<file path="src/iocs_pkg.sv">
// Package of codes, counts and reset values for the I/O command interpreter
`default_nettype none
package iocs_pkg;
  localparam int IOCS_PORTS = 3;
  localparam int IOCS_PINS = 24;
  // Command characters
  localparam logic [7:0] IOCS_CMD_WR_A = 8'h41;
  localparam logic [7:0] IOCS_CMD_RD_A = 8'h61;
  localparam logic [7:0] IOCS_CMD_DIR = 8'h21;
  localparam logic [7:0] IOCS_CMD_SPI_A = 8'h53;
  localparam logic [7:0] IOCS_CMD_CONV = 8'h4A;
  localparam logic [7:0] IOCS_CMD_TEMP = 8'h4B;
  localparam logic [7:0] IOCS_CMD_MODE1 = 8'h31;
  localparam logic [7:0] IOCS_CMD_MODE2 = 8'h32;
  // Status characters
  localparam logic [7:0] IOCS_ST_GOOD = 8'h47;
  localparam logic [7:0] IOCS_ST_CRC = 8'h43;
  localparam logic [7:0] IOCS_ST_NONE = 8'h4E;
  localparam logic [7:0] IOCS_ST_BADPIN = 8'h45;
  localparam logic [7:0] IOCS_ST_SHORT = 8'h53;
  // Sensor result codes from the one-wire engine
  localparam logic [1:0] IOCS_OW_GOOD = 2'h0;
  localparam logic [1:0] IOCS_OW_CRC = 2'h1;
  localparam logic [1:0] IOCS_OW_NONE = 2'h2;
  localparam logic [1:0] IOCS_OW_SHORT = 2'h3;
  // Reset values: all pins input, outputs low
  localparam logic [7:0] IOCS_DIR_RESET = 8'hFF;
  localparam logic [7:0] IOCS_OUT_RESET = 8'h00;
  // SPI half period
  localparam int IOCS_CLK_HZ = 10_000_000;
  localparam int IOCS_SPI_HALF_NS = 1000;
  localparam int IOCS_SPI_HALF_CYC =
    (IOCS_SPI_HALF_NS * (IOCS_CLK_HZ / 1_000_000) + 999) / 1000;
  // Bit positions of the SPI pins within a port
  localparam int IOCS_SCK_BIT = 0;
  localparam int IOCS_MOSI_BIT = 1;
  localparam int IOCS_MISO_BIT = 2;
endpackage
`default_nettype wire

</file>
<file path="src/iocs_spi.sv">
// Bit-banged SPI byte exchange engine, MSB first
`default_nettype none
module iocs_spi
  import iocs_pkg::*;
#(
  parameter int HALF_CYC = iocs_pkg::IOCS_SPI_HALF_CYC
) (
  input wire logic i_clock,
  input wire logic i_rst_n,
  input wire logic i_start,
  input wire logic [7:0] i_data,
  input wire logic i_idle,
  input wire logic i_miso,
  output logic o_sck,
  output logic o_mosi,
  output logic o_busy,
  output logic o_done,
  output logic [7:0] o_rx
);
  import iocs_pkg::*;
  // Half period must fit the 8-bit timer
  if (HALF_CYC < 1 || HALF_CYC > 256) begin : g_bad_half
    $error("HALF_CYC out of range");
  end
  typedef struct packed {
    logic busy;
    logic phase;
    logic [2:0] bit_n;
    logic [7:0] tmr;
    logic [7:0] tx;
    logic [7:0] rx;
    logic sck;
    logic done;
  } iocs_spi_s;
  iocs_spi_s st_reg, st_next;
  // Next state: idle-level half, then leading edge samples
  always_comb begin
    st_next = st_reg;
    st_next.done = 1'b0;
    if (!st_reg.busy) begin
      st_next.sck = i_idle;
      if (i_start) begin
        st_next.busy = 1'b1;
        st_next.tx = i_data;
        st_next.bit_n = 3'd7;
        st_next.phase = 1'b0;
        st_next.tmr = 8'(HALF_CYC - 1);
      end
    end else if (st_reg.tmr != 8'h00) begin
      st_next.tmr = st_reg.tmr - 8'h01;
    end else begin
      st_next.tmr = 8'(HALF_CYC - 1);
      st_next.phase = ~st_reg.phase;
      if (!st_reg.phase) begin
        st_next.sck = ~i_idle; // Leading edge, sample
        st_next.rx = {st_reg.rx[6:0], i_miso};
      end else begin
        st_next.sck = i_idle;
        st_next.tx = {st_reg.tx[6:0], 1'b0};
        st_next.bit_n = st_reg.bit_n - 3'd1;
        if (st_reg.bit_n == 3'd0) begin
          st_next.busy = 1'b0;
          st_next.done = 1'b1;
        end
      end
    end
  end
  always_ff @(posedge i_clock or negedge i_rst_n) begin
    if (!i_rst_n) begin
      st_reg <= '0;
    end else begin
      st_reg <= st_next;
    end
  end
  assign o_sck = st_reg.sck;
  assign o_mosi = st_reg.tx[7]; // Changes only at idle level
  assign o_busy = st_reg.busy;
  assign o_done = st_reg.done;
  assign o_rx = st_reg.rx;
endmodule
`default_nettype wire

</file>
<file path="src/iocs_top.sv">
// Command interpreter for a 24-pin three-port I/O module
`default_nettype none
module iocs_top
  import iocs_pkg::*;
(
  input wire logic i_clock,
  input wire logic i_nrst,
  input wire logic [7:0] i_rx_data,
  input wire logic i_rx_valid,
  output logic o_rx_ready,
  output logic [7:0] o_tx_data,
  output logic o_tx_valid,
  input wire logic i_tx_ready,
  input wire logic [iocs_pkg::IOCS_PINS-1:0] i_pin,
  output logic [iocs_pkg::IOCS_PINS-1:0] o_pin,
  output logic [iocs_pkg::IOCS_PINS-1:0] o_pin_oe,
  output logic o_report_mode,
  output logic o_ow_start,
  output logic o_ow_read,
  output logic [4:0] o_ow_pin,
  input wire logic i_ow_done,
  input wire logic [1:0] i_ow_result,
  input wire logic [15:0] i_ow_temp
);
  import iocs_pkg::*;
  typedef enum {
    S_CMD, S_DIRSEL, S_WDATA, S_DDATA, S_SPIDATA, S_SPIRUN,
    S_OWPIN, S_OWWAIT, S_TX
  } iocs_state_e;
  typedef struct packed {
    iocs_state_e state;
    logic [7:0] cmd;
    logic [1:0] port;
    logic [23:0] outv;
    logic [23:0] dirv;
    logic mode2;
    logic spi_on;
    logic [1:0] spi_port;
    logic [7:0] tx0;
    logic [7:0] tx1;
    logic [7:0] tx2;
    logic [1:0] tx_cnt;
    logic [2:0] rep_pend;
    logic [23:0] in_last;
    logic ow_start;
    logic ow_read;
    logic [4:0] ow_pin;
  } iocs_s;
  iocs_s st_reg, st_next;

  // Reset release through two flops
  logic [1:0] rst_sync_reg;
  logic rst_n;
  always_ff @(posedge i_clock or negedge i_nrst) begin
    if (!i_nrst) begin
      rst_sync_reg <= 2'b00;
    end else begin
      rst_sync_reg <= {rst_sync_reg[0], 1'b1};
    end
  end
  assign rst_n = rst_sync_reg[1];

  // Pin inputs through two flops
  logic [23:0] pin_s1_reg, pin_s2_reg;
  always_ff @(posedge i_clock or negedge rst_n) begin
    if (!rst_n) begin
      pin_s1_reg <= '0;
      pin_s2_reg <= '0;
    end else begin
      pin_s1_reg <= i_pin;
      pin_s2_reg <= pin_s1_reg;
    end
  end

  // SPI engine, one shared by all ports
  logic spi_start, spi_sck, spi_mosi, spi_busy, spi_done, spi_idle;
  logic spi_miso;
  logic [7:0] spi_rx;
  assign spi_idle = st_reg.outv[{st_reg.port, 3'(IOCS_SCK_BIT)}];
  assign spi_miso =
    pin_s2_reg[{st_reg.spi_port, 3'(IOCS_MISO_BIT)}];
  iocs_spi u_spi (
    .i_clock(i_clock),
    .i_rst_n(rst_n),
    .i_start(spi_start),
    .i_data(i_rx_data),
    .i_idle(spi_idle),
    .i_miso(spi_miso),
    .o_sck(spi_sck),
    .o_mosi(spi_mosi),
    .o_busy(spi_busy),
    .o_done(spi_done),
    .o_rx(spi_rx)
  );

  // Helpers
  logic rx_take, tx_take;
  logic [7:0] port_in [IOCS_PORTS];
  logic [7:0] port_letter [IOCS_PORTS];
  logic [23:0] in_mask, changed;
  assign tx_take = o_tx_valid && i_tx_ready;
  assign in_mask = st_reg.dirv;
  assign changed = (pin_s2_reg ^ st_reg.in_last) & in_mask;
  genvar g;
  generate
    for (g = 0; g < IOCS_PORTS; g++) begin : g_port
      // Outputs read back as driven, inputs as sampled
      assign port_in[g] = (st_reg.outv[g*8 +: 8] & ~st_reg.dirv[g*8 +: 8]) |
                          (pin_s2_reg[g*8 +: 8] & st_reg.dirv[g*8 +: 8]);
      assign port_letter[g] = IOCS_CMD_RD_A + 8'(g);
    end
  endgenerate
  assign spi_start = (st_reg.state == S_SPIDATA) && i_rx_valid;
  assign rx_take = o_rx_ready && i_rx_valid;

  // Command decoding and reply sequencing
  always_comb begin
    st_next = st_reg;
    st_next.ow_start = 1'b0;
    st_next.ow_read = 1'b0;
    if (st_reg.mode2) begin
      for (int p = 0; p < IOCS_PORTS; p++) begin
        if (changed[p*8 +: 8] != 8'h00) begin
          st_next.rep_pend[p] = 1'b1;
        end
      end
      st_next.in_last = pin_s2_reg;
    end
    case (st_reg.state)
      S_CMD: begin
        if (i_rx_valid) begin
          st_next.cmd = i_rx_data; // ASCII command
          if (i_rx_data >= IOCS_CMD_WR_A &&
              i_rx_data < IOCS_CMD_WR_A + 8'd3) begin
            st_next.port = 2'(i_rx_data - IOCS_CMD_WR_A);
            st_next.state = S_WDATA;
          end else if (i_rx_data >= IOCS_CMD_RD_A &&
                       i_rx_data < IOCS_CMD_RD_A + 8'd3) begin
            st_next.port = 2'(i_rx_data - IOCS_CMD_RD_A);
            if (st_reg.mode2) begin
              st_next.tx0 = i_rx_data;
              st_next.tx1 = port_in[2'(i_rx_data - IOCS_CMD_RD_A)];
              st_next.tx_cnt = 2'd2;
            end else begin
              st_next.tx0 = port_in[2'(i_rx_data - IOCS_CMD_RD_A)];
              st_next.tx_cnt = 2'd1;
            end
            st_next.state = S_TX;
          end else if (i_rx_data == IOCS_CMD_DIR) begin
            st_next.state = S_DIRSEL;
          end else if (i_rx_data >= IOCS_CMD_SPI_A &&
                       i_rx_data < IOCS_CMD_SPI_A + 8'd3) begin
            st_next.port = 2'(i_rx_data - IOCS_CMD_SPI_A);
            st_next.state = S_SPIDATA;
          end else if (i_rx_data == IOCS_CMD_CONV ||
                       i_rx_data == IOCS_CMD_TEMP) begin
            st_next.state = S_OWPIN;
          end else if (i_rx_data == IOCS_CMD_MODE2) begin
            st_next.mode2 = 1'b1;
            st_next.in_last = pin_s2_reg;
          end else if (i_rx_data == IOCS_CMD_MODE1) begin
            st_next.mode2 = 1'b0;
            st_next.rep_pend = '0;
          end
          // Anything else is dropped here
        end else if (st_reg.mode2 && st_reg.rep_pend != 3'b000) begin
          for (int p = IOCS_PORTS - 1; p >= 0; p--) begin
            if (st_reg.rep_pend[p]) begin
              st_next.port = 2'(p);
            end
          end
          st_next.rep_pend[st_next.port] = 1'b0;
          st_next.tx0 = port_letter[st_next.port];
          st_next.tx1 = port_in[st_next.port];
          st_next.tx_cnt = 2'd2;
          st_next.state = S_TX;
        end
      end
      S_DIRSEL: begin
        if (i_rx_valid) begin
          if (i_rx_data >= IOCS_CMD_WR_A &&
              i_rx_data < IOCS_CMD_WR_A + 8'd3) begin
            st_next.port = 2'(i_rx_data - IOCS_CMD_WR_A);
            st_next.state = S_DDATA;
          end else begin
            st_next.state = S_CMD;
          end
        end
      end
      S_WDATA: begin
        if (i_rx_valid) begin
          st_next.outv[st_reg.port*8 +: 8] = i_rx_data;
          if (st_reg.mode2 &&
              st_reg.outv[st_reg.port*8 +: 8] != i_rx_data) begin
            st_next.rep_pend[st_reg.port] = 1'b1;
          end
          st_next.state = S_CMD;
        end
      end
      S_DDATA: begin
        if (i_rx_valid) begin
          st_next.dirv[st_reg.port*8 +: 8] = i_rx_data;
          st_next.state = S_CMD;
        end
      end
      S_SPIDATA: begin
        if (i_rx_valid) begin
          st_next.spi_on = 1'b1;
          st_next.spi_port = st_reg.port;
          st_next.state = S_SPIRUN;
        end
      end
      S_SPIRUN: begin
        if (spi_done) begin
          st_next.spi_on = 1'b0;
          st_next.tx0 = st_reg.cmd;
          st_next.tx1 = spi_rx;
          st_next.tx_cnt = 2'd2;
          st_next.state = S_TX;
        end
      end
      S_OWPIN: begin
        if (i_rx_valid) begin
          if (i_rx_data > 8'(IOCS_PINS - 1)) begin
            st_next.tx0 = IOCS_ST_BADPIN;
            st_next.tx1 = 8'h00;
            st_next.tx2 = 8'h00;
            st_next.tx_cnt = (st_reg.cmd == IOCS_CMD_TEMP) ? 2'd3 : 2'd1;
            st_next.state = S_TX;
          end else begin
            st_next.ow_pin = 5'(i_rx_data);
            st_next.ow_start = (st_reg.cmd == IOCS_CMD_CONV);
            st_next.ow_read = (st_reg.cmd == IOCS_CMD_TEMP);
            st_next.state = S_OWWAIT;
          end
        end
      end
      S_OWWAIT: begin
        if (i_ow_done) begin
          case (i_ow_result)
            IOCS_OW_GOOD: st_next.tx0 = IOCS_ST_GOOD;
            IOCS_OW_CRC: st_next.tx0 = IOCS_ST_CRC;
            IOCS_OW_NONE: st_next.tx0 = IOCS_ST_NONE;
            default: st_next.tx0 = IOCS_ST_SHORT;
          endcase
          st_next.tx1 = i_ow_temp[15:8];
          st_next.tx2 = i_ow_temp[7:0];
          // One status byte for convert
          st_next.tx_cnt = (st_reg.cmd == IOCS_CMD_TEMP) ? 2'd3 : 2'd1;
          st_next.state = S_TX;
        end
      end
      S_TX: begin
        if (tx_take) begin
          st_next.tx0 = st_reg.tx1;
          st_next.tx1 = st_reg.tx2;
          st_next.tx_cnt = st_reg.tx_cnt - 2'd1;
          if (st_reg.tx_cnt == 2'd1) begin
            st_next.state = S_CMD;
          end
        end
      end
      default: st_next.state = S_CMD;
    endcase
  end

  always_ff @(posedge i_clock or negedge rst_n) begin
    if (!rst_n) begin
      st_reg <= '0;
      st_reg.state <= S_CMD;
      st_reg.outv <= {3{IOCS_OUT_RESET}};
      st_reg.dirv <= {3{IOCS_DIR_RESET}};
    end else begin
      st_reg <= st_next;
    end
  end

  // Port pins, SPI overrides bits 0 and 1 of the active port
  always_comb begin
    o_pin = st_reg.outv;
    o_pin_oe = ~st_reg.dirv;
    if (st_reg.spi_on) begin
      o_pin[{st_reg.spi_port, 3'(IOCS_SCK_BIT)}] = spi_sck;
      o_pin[{st_reg.spi_port, 3'(IOCS_MOSI_BIT)}] = spi_mosi;
    end
  end

  // Byte stream handshake; no command taken mid reply
  assign o_rx_ready = (st_reg.state != S_TX) &&
                      (st_reg.state != S_SPIRUN) &&
                      (st_reg.state != S_OWWAIT);
  assign o_tx_valid = (st_reg.state == S_TX);
  assign o_tx_data = st_reg.tx0;
  assign o_report_mode = st_reg.mode2;
  assign o_ow_start = st_reg.ow_start;
  assign o_ow_read = st_reg.ow_read;
  assign o_ow_pin = st_reg.ow_pin;

  // Checks
  a_read_prefix: assert property (@(posedge i_clock) disable iff (!rst_n)
    st_reg.state == S_CMD && rx_take && st_reg.mode2 &&
    i_rx_data == IOCS_CMD_RD_A |=> o_tx_valid && o_tx_data == IOCS_CMD_RD_A)
    else $error("read reply lacks letter");
  a_spi_echo: assert property (@(posedge i_clock) disable iff (!rst_n)
    st_reg.state == S_SPIRUN && spi_done |=>
    o_tx_valid && o_tx_data == st_reg.cmd)
    else $error("spi reply lacks command");
  a_bad_pin: assert property (@(posedge i_clock) disable iff (!rst_n)
    st_reg.state == S_OWPIN && rx_take && i_rx_data > 8'd23 |=>
    o_tx_data == IOCS_ST_BADPIN)
    else $error("bad pin not E");
  a_mode_enter: assert property (@(posedge i_clock) disable iff (!rst_n)
    st_reg.state == S_CMD && rx_take && i_rx_data == IOCS_CMD_MODE2
    |=> o_report_mode)
    else $error("mode 2 not entered");
  a_no_take_tx: assert property (@(posedge i_clock) disable iff (!rst_n)
    o_tx_valid |-> !o_rx_ready)
    else $error("command taken during reply");
  a_sck_idle: assert property (@(posedge i_clock) disable iff (!rst_n)
    $rose(st_reg.spi_on) |=> o_pin[{st_reg.spi_port, 3'd0}] == spi_idle)
    else $error("clock not at idle level");
  a_temp_len: assert property (@(posedge i_clock) disable iff (!rst_n)
    st_reg.state == S_OWWAIT && i_ow_done && st_reg.cmd == IOCS_CMD_TEMP
    |=> st_reg.tx_cnt == 2'd3)
    else $error("temp reply not 3 bytes");
  a_write_rep: assert property (@(posedge i_clock) disable iff (!rst_n)
    st_reg.state == S_WDATA && rx_take && st_reg.mode2 &&
    st_reg.outv[st_reg.port*8 +: 8] != i_rx_data |=>
    st_reg.rep_pend != 3'b000 || o_tx_valid)
    else $error("write change not reported");
  c_spi: cover property (@(posedge i_clock) spi_done);
  c_report: cover property (@(posedge i_clock)
    st_reg.mode2 && o_tx_valid && st_reg.tx_cnt == 2'd2);
  c_temp: cover property (@(posedge i_clock)
    st_reg.state == S_OWWAIT && i_ow_done);
endmodule
`default_nettype wire

</file>
<file path="config.mk">
export PLATFORM = sky130hd
export DESIGN_NAME = iocs_top
export DESIGN_NICKNAME = d
export VERILOG_FILES = /design/src/iocs_pkg.sv /design/src/iocs_spi.sv /design/src/iocs_top.sv
export SDC_FILE = /design/constraint.sdc
export NUM_CORES = 1
export LEC_CHECK = 0
export ABC_CLOCK_PERIOD_IN_PS = 7800
export BUFFER_PORTS_ARGS = -buffer_cell sky130_fd_sc_hd__clkbuf_2
export CELL_PAD_IN_SITES_DETAIL_PLACEMENT = 0
export CELL_PAD_IN_SITES_GLOBAL_PLACEMENT = 2
export CORE_UTILIZATION = 39
export CTS_BUF_LIST = sky130_fd_sc_hd__clkbuf_4
export DETAILED_ROUTE_END_ITERATION = 8
export GPL_ROUTABILITY_DRIVEN = 0
export PLACE_DENSITY_LB_ADDON = 0.1
export SLEW_MARGIN = 0
export SYNTH_ARGS = -nofsm -noshare
export SYNTH_HDL_FRONTEND = slang
export SYNTH_SLANG_ARGS = --single-unit
</file>
<file path="constraint.sdc">
create_clock -name i_clock -period 7.8 [get_ports i_clock]
set_input_delay 0.39 -clock i_clock [delete_from_list [all_inputs] [get_ports i_clock]]
set_output_delay 0.39 -clock i_clock [all_outputs]
set_load 0.02 [all_outputs]
</file>
-- After elaboration in Yosys (flattened, before gate mapping)
Cells that the tools add are included.
- mux-type cells: 121
- equal/unequal tests: 43
- bitwise operators: 29
- $add $sub $neg: 7
- magnitude comparators: 19
- shift operators: 3
- reduce and logical (&&, ||, !) cells: 44
- operators by type and width (cell ; count):
    $mux 32 ; 15
    $pmux 32 s8 ; 1
    $mux 27 ; 5
    $eq 32x3->1 const B ; 4
    $bwmux 24 ; 4
    $mux 16 ; 6
    $mux 24 ; 4
    $mux 8 ; 11
    $pmux 16 s5 ; 1
    $mux 26 ; 3
    $eq 32x2->1 const B ; 2
    $eq 32x4->1 const B ; 2
    $ne 32x4->1 const B ; 2
    $and 8x8->8 ; 6
    $bmux 8 s2 ; 3
    $mux 21 ; 2
    $mux 2 ; 20
    $neg 5->34 ; 1
    $shift 8x34->24 const A ; 1
    $shiftx 8x34->24 ; 1
    $eq 32x1->1 const B ; 1
    $eq 32x5->1 const B ; 1
    $eq 8x7->1 const B ; 4
    $logic_not 32->1 ; 1
    other kinds (64) ; 165
- word-level logic and storage cells: 294
- register bits: 235
- input bits: 55
- output and inout port bits: 66

-- Depth between registers and ports, before layout
- depth after elaboration: 15
- gate-level depth with buffers: 10
- mapped depth without buffers: 8

-- Hierarchy
Synthesis repeated with hierarchy kept, for this count alone.
- cells, all modules: 1099
- area, all modules: 11177.0 µm²
- modules (own cells, without submodules) (module ; area an instance (µm²) ; cells an instance ; times used ; sequential area each (µm²)):
    iocs_top ; 9547.9 ; 949 ; 1 ; 4434.3
    iocs_spi ; 1629.1 ; 150 ; 1 ; 775.7

-- Worst setup path before layout
OpenSTA, ideal clock, no wires.
- path type: in2reg
- from: in i_rx_data[0]
- to: reg st_reg[47] (netlist name)
- arrival: 2.383 ns
- path slack: 5.289 ns
- stages: 9
- cells stage by stage: clkbuf_1 > inv_1 > ha_1 > nand2b_1 > nand4_1 > a21o_1 > a211o_1 > a21oi_2 > mux2_1
- word-level cells in the longest chain between the ends: 10
- ends and longest elaborated chain (item ; RTL line ; RTL):
    start: declaration ; iocs_top.sv:8 ; input wire logic [7:0] i_rx_data,
    $sub 2x1->2 ; iocs_top.sv:142 ; st_next.tx1 = port_in[2'(i_rx_data - IOCS_CMD_RD_A)];
    $not 2->3 (not written as such) ; iocs_top.sv:142 ;
    $bmux 8 s2 ; iocs_top.sv:142 ;
    $mux 8 (not written as such) (2 in a row) ; iocs_top.sv:142 ;
    $mux 8 ; iocs_top.sv:140 ; if (st_reg.mode2) begin
    $mux 16 ; iocs_top.sv:137 ; end else if (i_rx_data >= IOCS_CMD_RD_A &&
    $mux 16 ; iocs_top.sv:133 ; if (i_rx_data >= IOCS_CMD_WR_A &&
    $mux 16 ; iocs_top.sv:131 ; if (i_rx_valid) begin
    $pmux 16 s5 ; iocs_top.sv:129 ; case (st_reg.state)
    end signal: assignment ; iocs_top.sv:274 ; st_reg <= st_next;
    end: declaration ; iocs_top.sv:49 ; iocs_s st_reg, st_next;
Parallel ways exist; a longest one is shown, timed or not. The select of a mux whose other input is x is not followed.
A chain may end at the register's enable or synchronous reset.

-- Worst setup path after layout
- from: reg st_reg[122] (netlist name)
- to: reg st_reg[50] (netlist name)
- word-level cells in the longest chain between the ends: 4
- ends and longest elaborated chain (item ; RTL line ; RTL):
    $eq 32x5->1 ; iocs_top.sv:292 ; assign o_tx_valid = (st_reg.state == S_TX);
    $logic_and 1x1->1 ; iocs_top.sv:101 ; assign tx_take = o_tx_valid && i_tx_ready;
    $ne 2x2->1 (no source line) ; n/a ;
    $reduce_and 10->1 (no source line) ; n/a ;
Parallel ways exist; a longest one is shown, timed or not.

==> summary.md <==
| Metric | Value |
|---|---|
| Status | completed |
| Clk_skew | about 0.068 ns |
| Final worst path period share | a little over two fifths |
| Share of layout cells above drive strength 1 | 24.4% |
| Worst-case clock buffer depth | 3 |
| Max incr delay on CP | about 0.6 ns |
| CTS clock-pin slew for the worst setup and hold paths | 0.06 ns |
| Clk network pwr share | about a quarter |
| Worst slew margin | 35.3% |
| Max Slew Vio Count | 0 |
| Initial core utilization | 40.2% |
| Crit start category | flop |
| Sequential power share | about 41% |
| Internal power | 2.44 mW |
| XOR/XNOR Fraction of Synth Area | 2.89% |
| Critical Path AT | 3.84 ns |
| Post-place setup slack | 4.48 ns |
| CTS sink cnt | 207 |
| Site row count | 59 |
| Nets@finish | 1252 |
| Most common cell after layout, fill and taps aside | dfrtp_1 |
| Yosys warning total | 0 |
| Min Hold Slack | around 0.11 ns |
| Synth unique cells | about 70 |
| # hold bufs at CTS | 34 |
| Hold WC Path Type | in -> reg |
| WL final | 31.8 mm |
| Iteration-0 DRC Markers | 460 |
| Drc violations | 0 |
| Sw Ratio | 37.4% |
| Max-cap violation count | 0 |
| P_sw | 1.45 mW |
| Crit. End Element | flop |
| RSZ-0062 raised after global routing | no |
| Root Buffer | clkbuf_4 |
| Via Count | 8380 |
| Max reg flops | 86 |
| I/O pins | between 100 and 150 |
| Mux contribution to synthesized area | about a tenth |
| Vias in the first global route | 8304 |
| First-pass GRT wire length | 49.3 mm |
| Final worst slack | 4.50 ns |
| Placed cell area | about 11000 um2 |
| Per-cell routed wire length | 20.4 um |
| Met1 Usage GRT | 32.1% |
| Synth Register Bits | 207 |
| Setup Total Neg Slack | 0 ns |
| Commonest non-fill, non-tap cells in the layout | 182 x dfrtp_1, 147 x nand2_1, 120 x clkbuf_2 |
| Crit path buffers/inverters | 0 |
| Final setup viols | 0 |
| # port buffers | 120 |
| Post-synth EDFFs | 0 |
| FILL cells | 2569 |
| Adder-cell share of the synthesized area | between 2 and 2.5% |
| Worst EP required | 8.34 ns |
| Initial antenna violation count | 1 |
| Crit path max fanout | 21 |
| TritonCTS clock tree | yes |
| Core ar. | roughly 26000 um2 |
| Design area | ~12000 um2 |
| Top Family by Delay on Critical Path | compound AO/OA/AOI/OAI gates |
| Critical Setup Path Class | reg -> reg |
| Non-filler cells, final | 1562 |
| Simple-gate portion of the synthesized area | 14.2% |
| Mean Syn Cell Area | 10.1 um2 |
| Gate power share | 33.1% |
| Pre-antenna DRT Iters | 5 |
| Area grow syn2layout | 16.3% |
| FMAX | 0.303 GHz |
| Vert. Die Dim | 167 um |
| Grt total ovfl | 0 |
| Leakage | 5.86 nW |
| Largest family of logic cells by synthesized area | compound AO/OA/AOI/OAI gates |
| Syn Inst Count | 1051 |
| Async S/R FF share, synth | between 90% and 100% |
| CP cell instances | or3_4 -> or2_1 -> o32ai_1 -> a211o_1 -> a21oi_2 -> mux2_1 |
| Antenna Nets Post-Route | 0 |
| Final hold vios | 0 |
| H-tree Lvls | 2 |
| Slew at the pin closest to its max-slew limit | 0.970 ns |
| Met2 Use GR | 37.0% |
| Synth Area in Compound Gates | 15.1% |
| Dominant synthesized flop cell | dfrtp_1 |
| Worst vdd ir | 0.133 mV |
| Gr usage total | 23.2% |
| Pwr Density | ~320 nW/um2 |
| Post-route minimum period | 3.30 ns |
| GR peak layer | met2 |
| Dpl hpwl | 22.3 mm |
| Crit-path slowest cell | dfrtp_1 |
| # Post-CTS Setup Buffers | 0 |
| Synth Cell Area | 10600 um2 |
| Global Route met3 Usage | 3.85% |
| Post-cts resize count | 0 |
| Largest net degree at the start of global routing | 145 |
| Total CTS buffers | 57 |
| Vias/cell | 5.36 |
| Skew-Pair Late Insertion Delay | 0.73 ns |
| Seq/Total Area, Yosys | 49.2% |
| Syn nets | 1123 |
| Die area | roughly 28000 um2 |
| Placed cells | 1422 |
| Die W | approximately 170 um |
==> worst paths after layout <==
| kind | from | to | slack, ns | cells after the start |
|---|---|---|---|---|
| setup / recovery | st_reg[122]$_DFFE_PN0P_ | st_reg[50]$_DFFE_PN0P_ | 4.50 | 6 |
| min in group asynchronous | rst_sync_reg[1]$_DFF_PN0_ | pin_s1_reg[12]$_DFF_PN0_ | 0.43 | 0 |
| hold reg to reg | pin_s1_reg[6]$_DFF_PN0_ | pin_s2_reg[6]$_DFF_PN0_ | 0.35 | 0 |
| max in group asynchronous | rst_sync_reg[1]$_DFF_PN0_ | st_reg[14]$_DFF_PN0_ | 6.00 | 1 |
| hold / removal | i_rx_data[1] | st_reg[97]$_DFFE_PN0P_ | 0.11 | 3 |
| setup reg to reg | st_reg[122]$_DFFE_PN0P_ | st_reg[50]$_DFFE_PN0P_ | 4.50 | 6 |
==> Yosys cell counts, types with 27 or more instances <==
cell type / number / share of area, %
nand3_1: 32 / 1.5
mux2i_1: 36 / 3.4
inv_1: 48 / 1.7
buf_4: 31 / 2.2
clkbuf_1: 56 / 2.0
a21oi_1: 30 / 1.4
nor2_1: 33 / 1.2
o21ai_0: 101 / 4.8
nand2_1: 147 / 5.2
mux2_2: 27 / 2.9
dfrtp_1: 183 / 43
xnor2_1: 31 / 2.6
==> logic make-up after synthesis <==
kind of cell	count (synthesis)
buffers and inverters	141
and+or+nand+nor	310
AOI/OAI and AO/OA	246
DFF	207
other	1
adders and majority gates	17
muxes	94
xor gates and xnor gates	35
==> area by class of cell <==
class	instances	area [um2]	area share [%]
sequential	207	5210	42.3
multi-input combinational	703	4720	38.4
timing repair buffer	163	1020	8.29
clock buffer	86	646	5.24
tap	335	419	3.40
inverter	48	180	1.46
clock inverter	19	110	0.894
antenna	1	2.50	0.0203
==> per-layer routing <==
| metal | vias up | part of all wire [%] |
|---|---|---|
| met4 | 0 | 2.4 |
| met2 | 217 | 47 |
| met5 | - | 0 |
| met1 | 4131 | 47 |
| met3 | 55 | 4.1 |
| li1 | 3977 | - |
==> worst reg2reg max path: cells and delay by family (launching register included) <==
family | cells | cell delay, ns
and+or+nand+nor | 2 | 0.95
DFF | 1 | 0.59
muxes | 1 | 0.37
AOI/OAI and AO/OA | 3 | 1.24
==> power groups by stage <==
stage / Combinational, mW / Sequential (mW) / Clock [mW]
4_1_cts: 1.29 / 1.60 / 1.05
2_1_floorplan: 1.03 / 1.49 / 0
3_5_place_dp: 1.27 / 1.61 / 0
6_report: 1.29 / 1.60 / 1.01
5_1_grt: 1.43 / 1.63 / 1.10
3_3_place_gp: 1.26 / 1.61 / 0
==> per-stage QoR <==
stage / power [mW] / utilization, %
5_1_grt: 4.16 / 46.7
3_3_place_gp: 2.87 / 42.6
3_5_place_dp: 2.89 / 42.6
4_1_cts: 3.93 / 46.7
6_report: 3.89 / 46.7
2_1_floorplan: 2.53 / -
No activity file was read; power rests on OpenSTA's default activity.
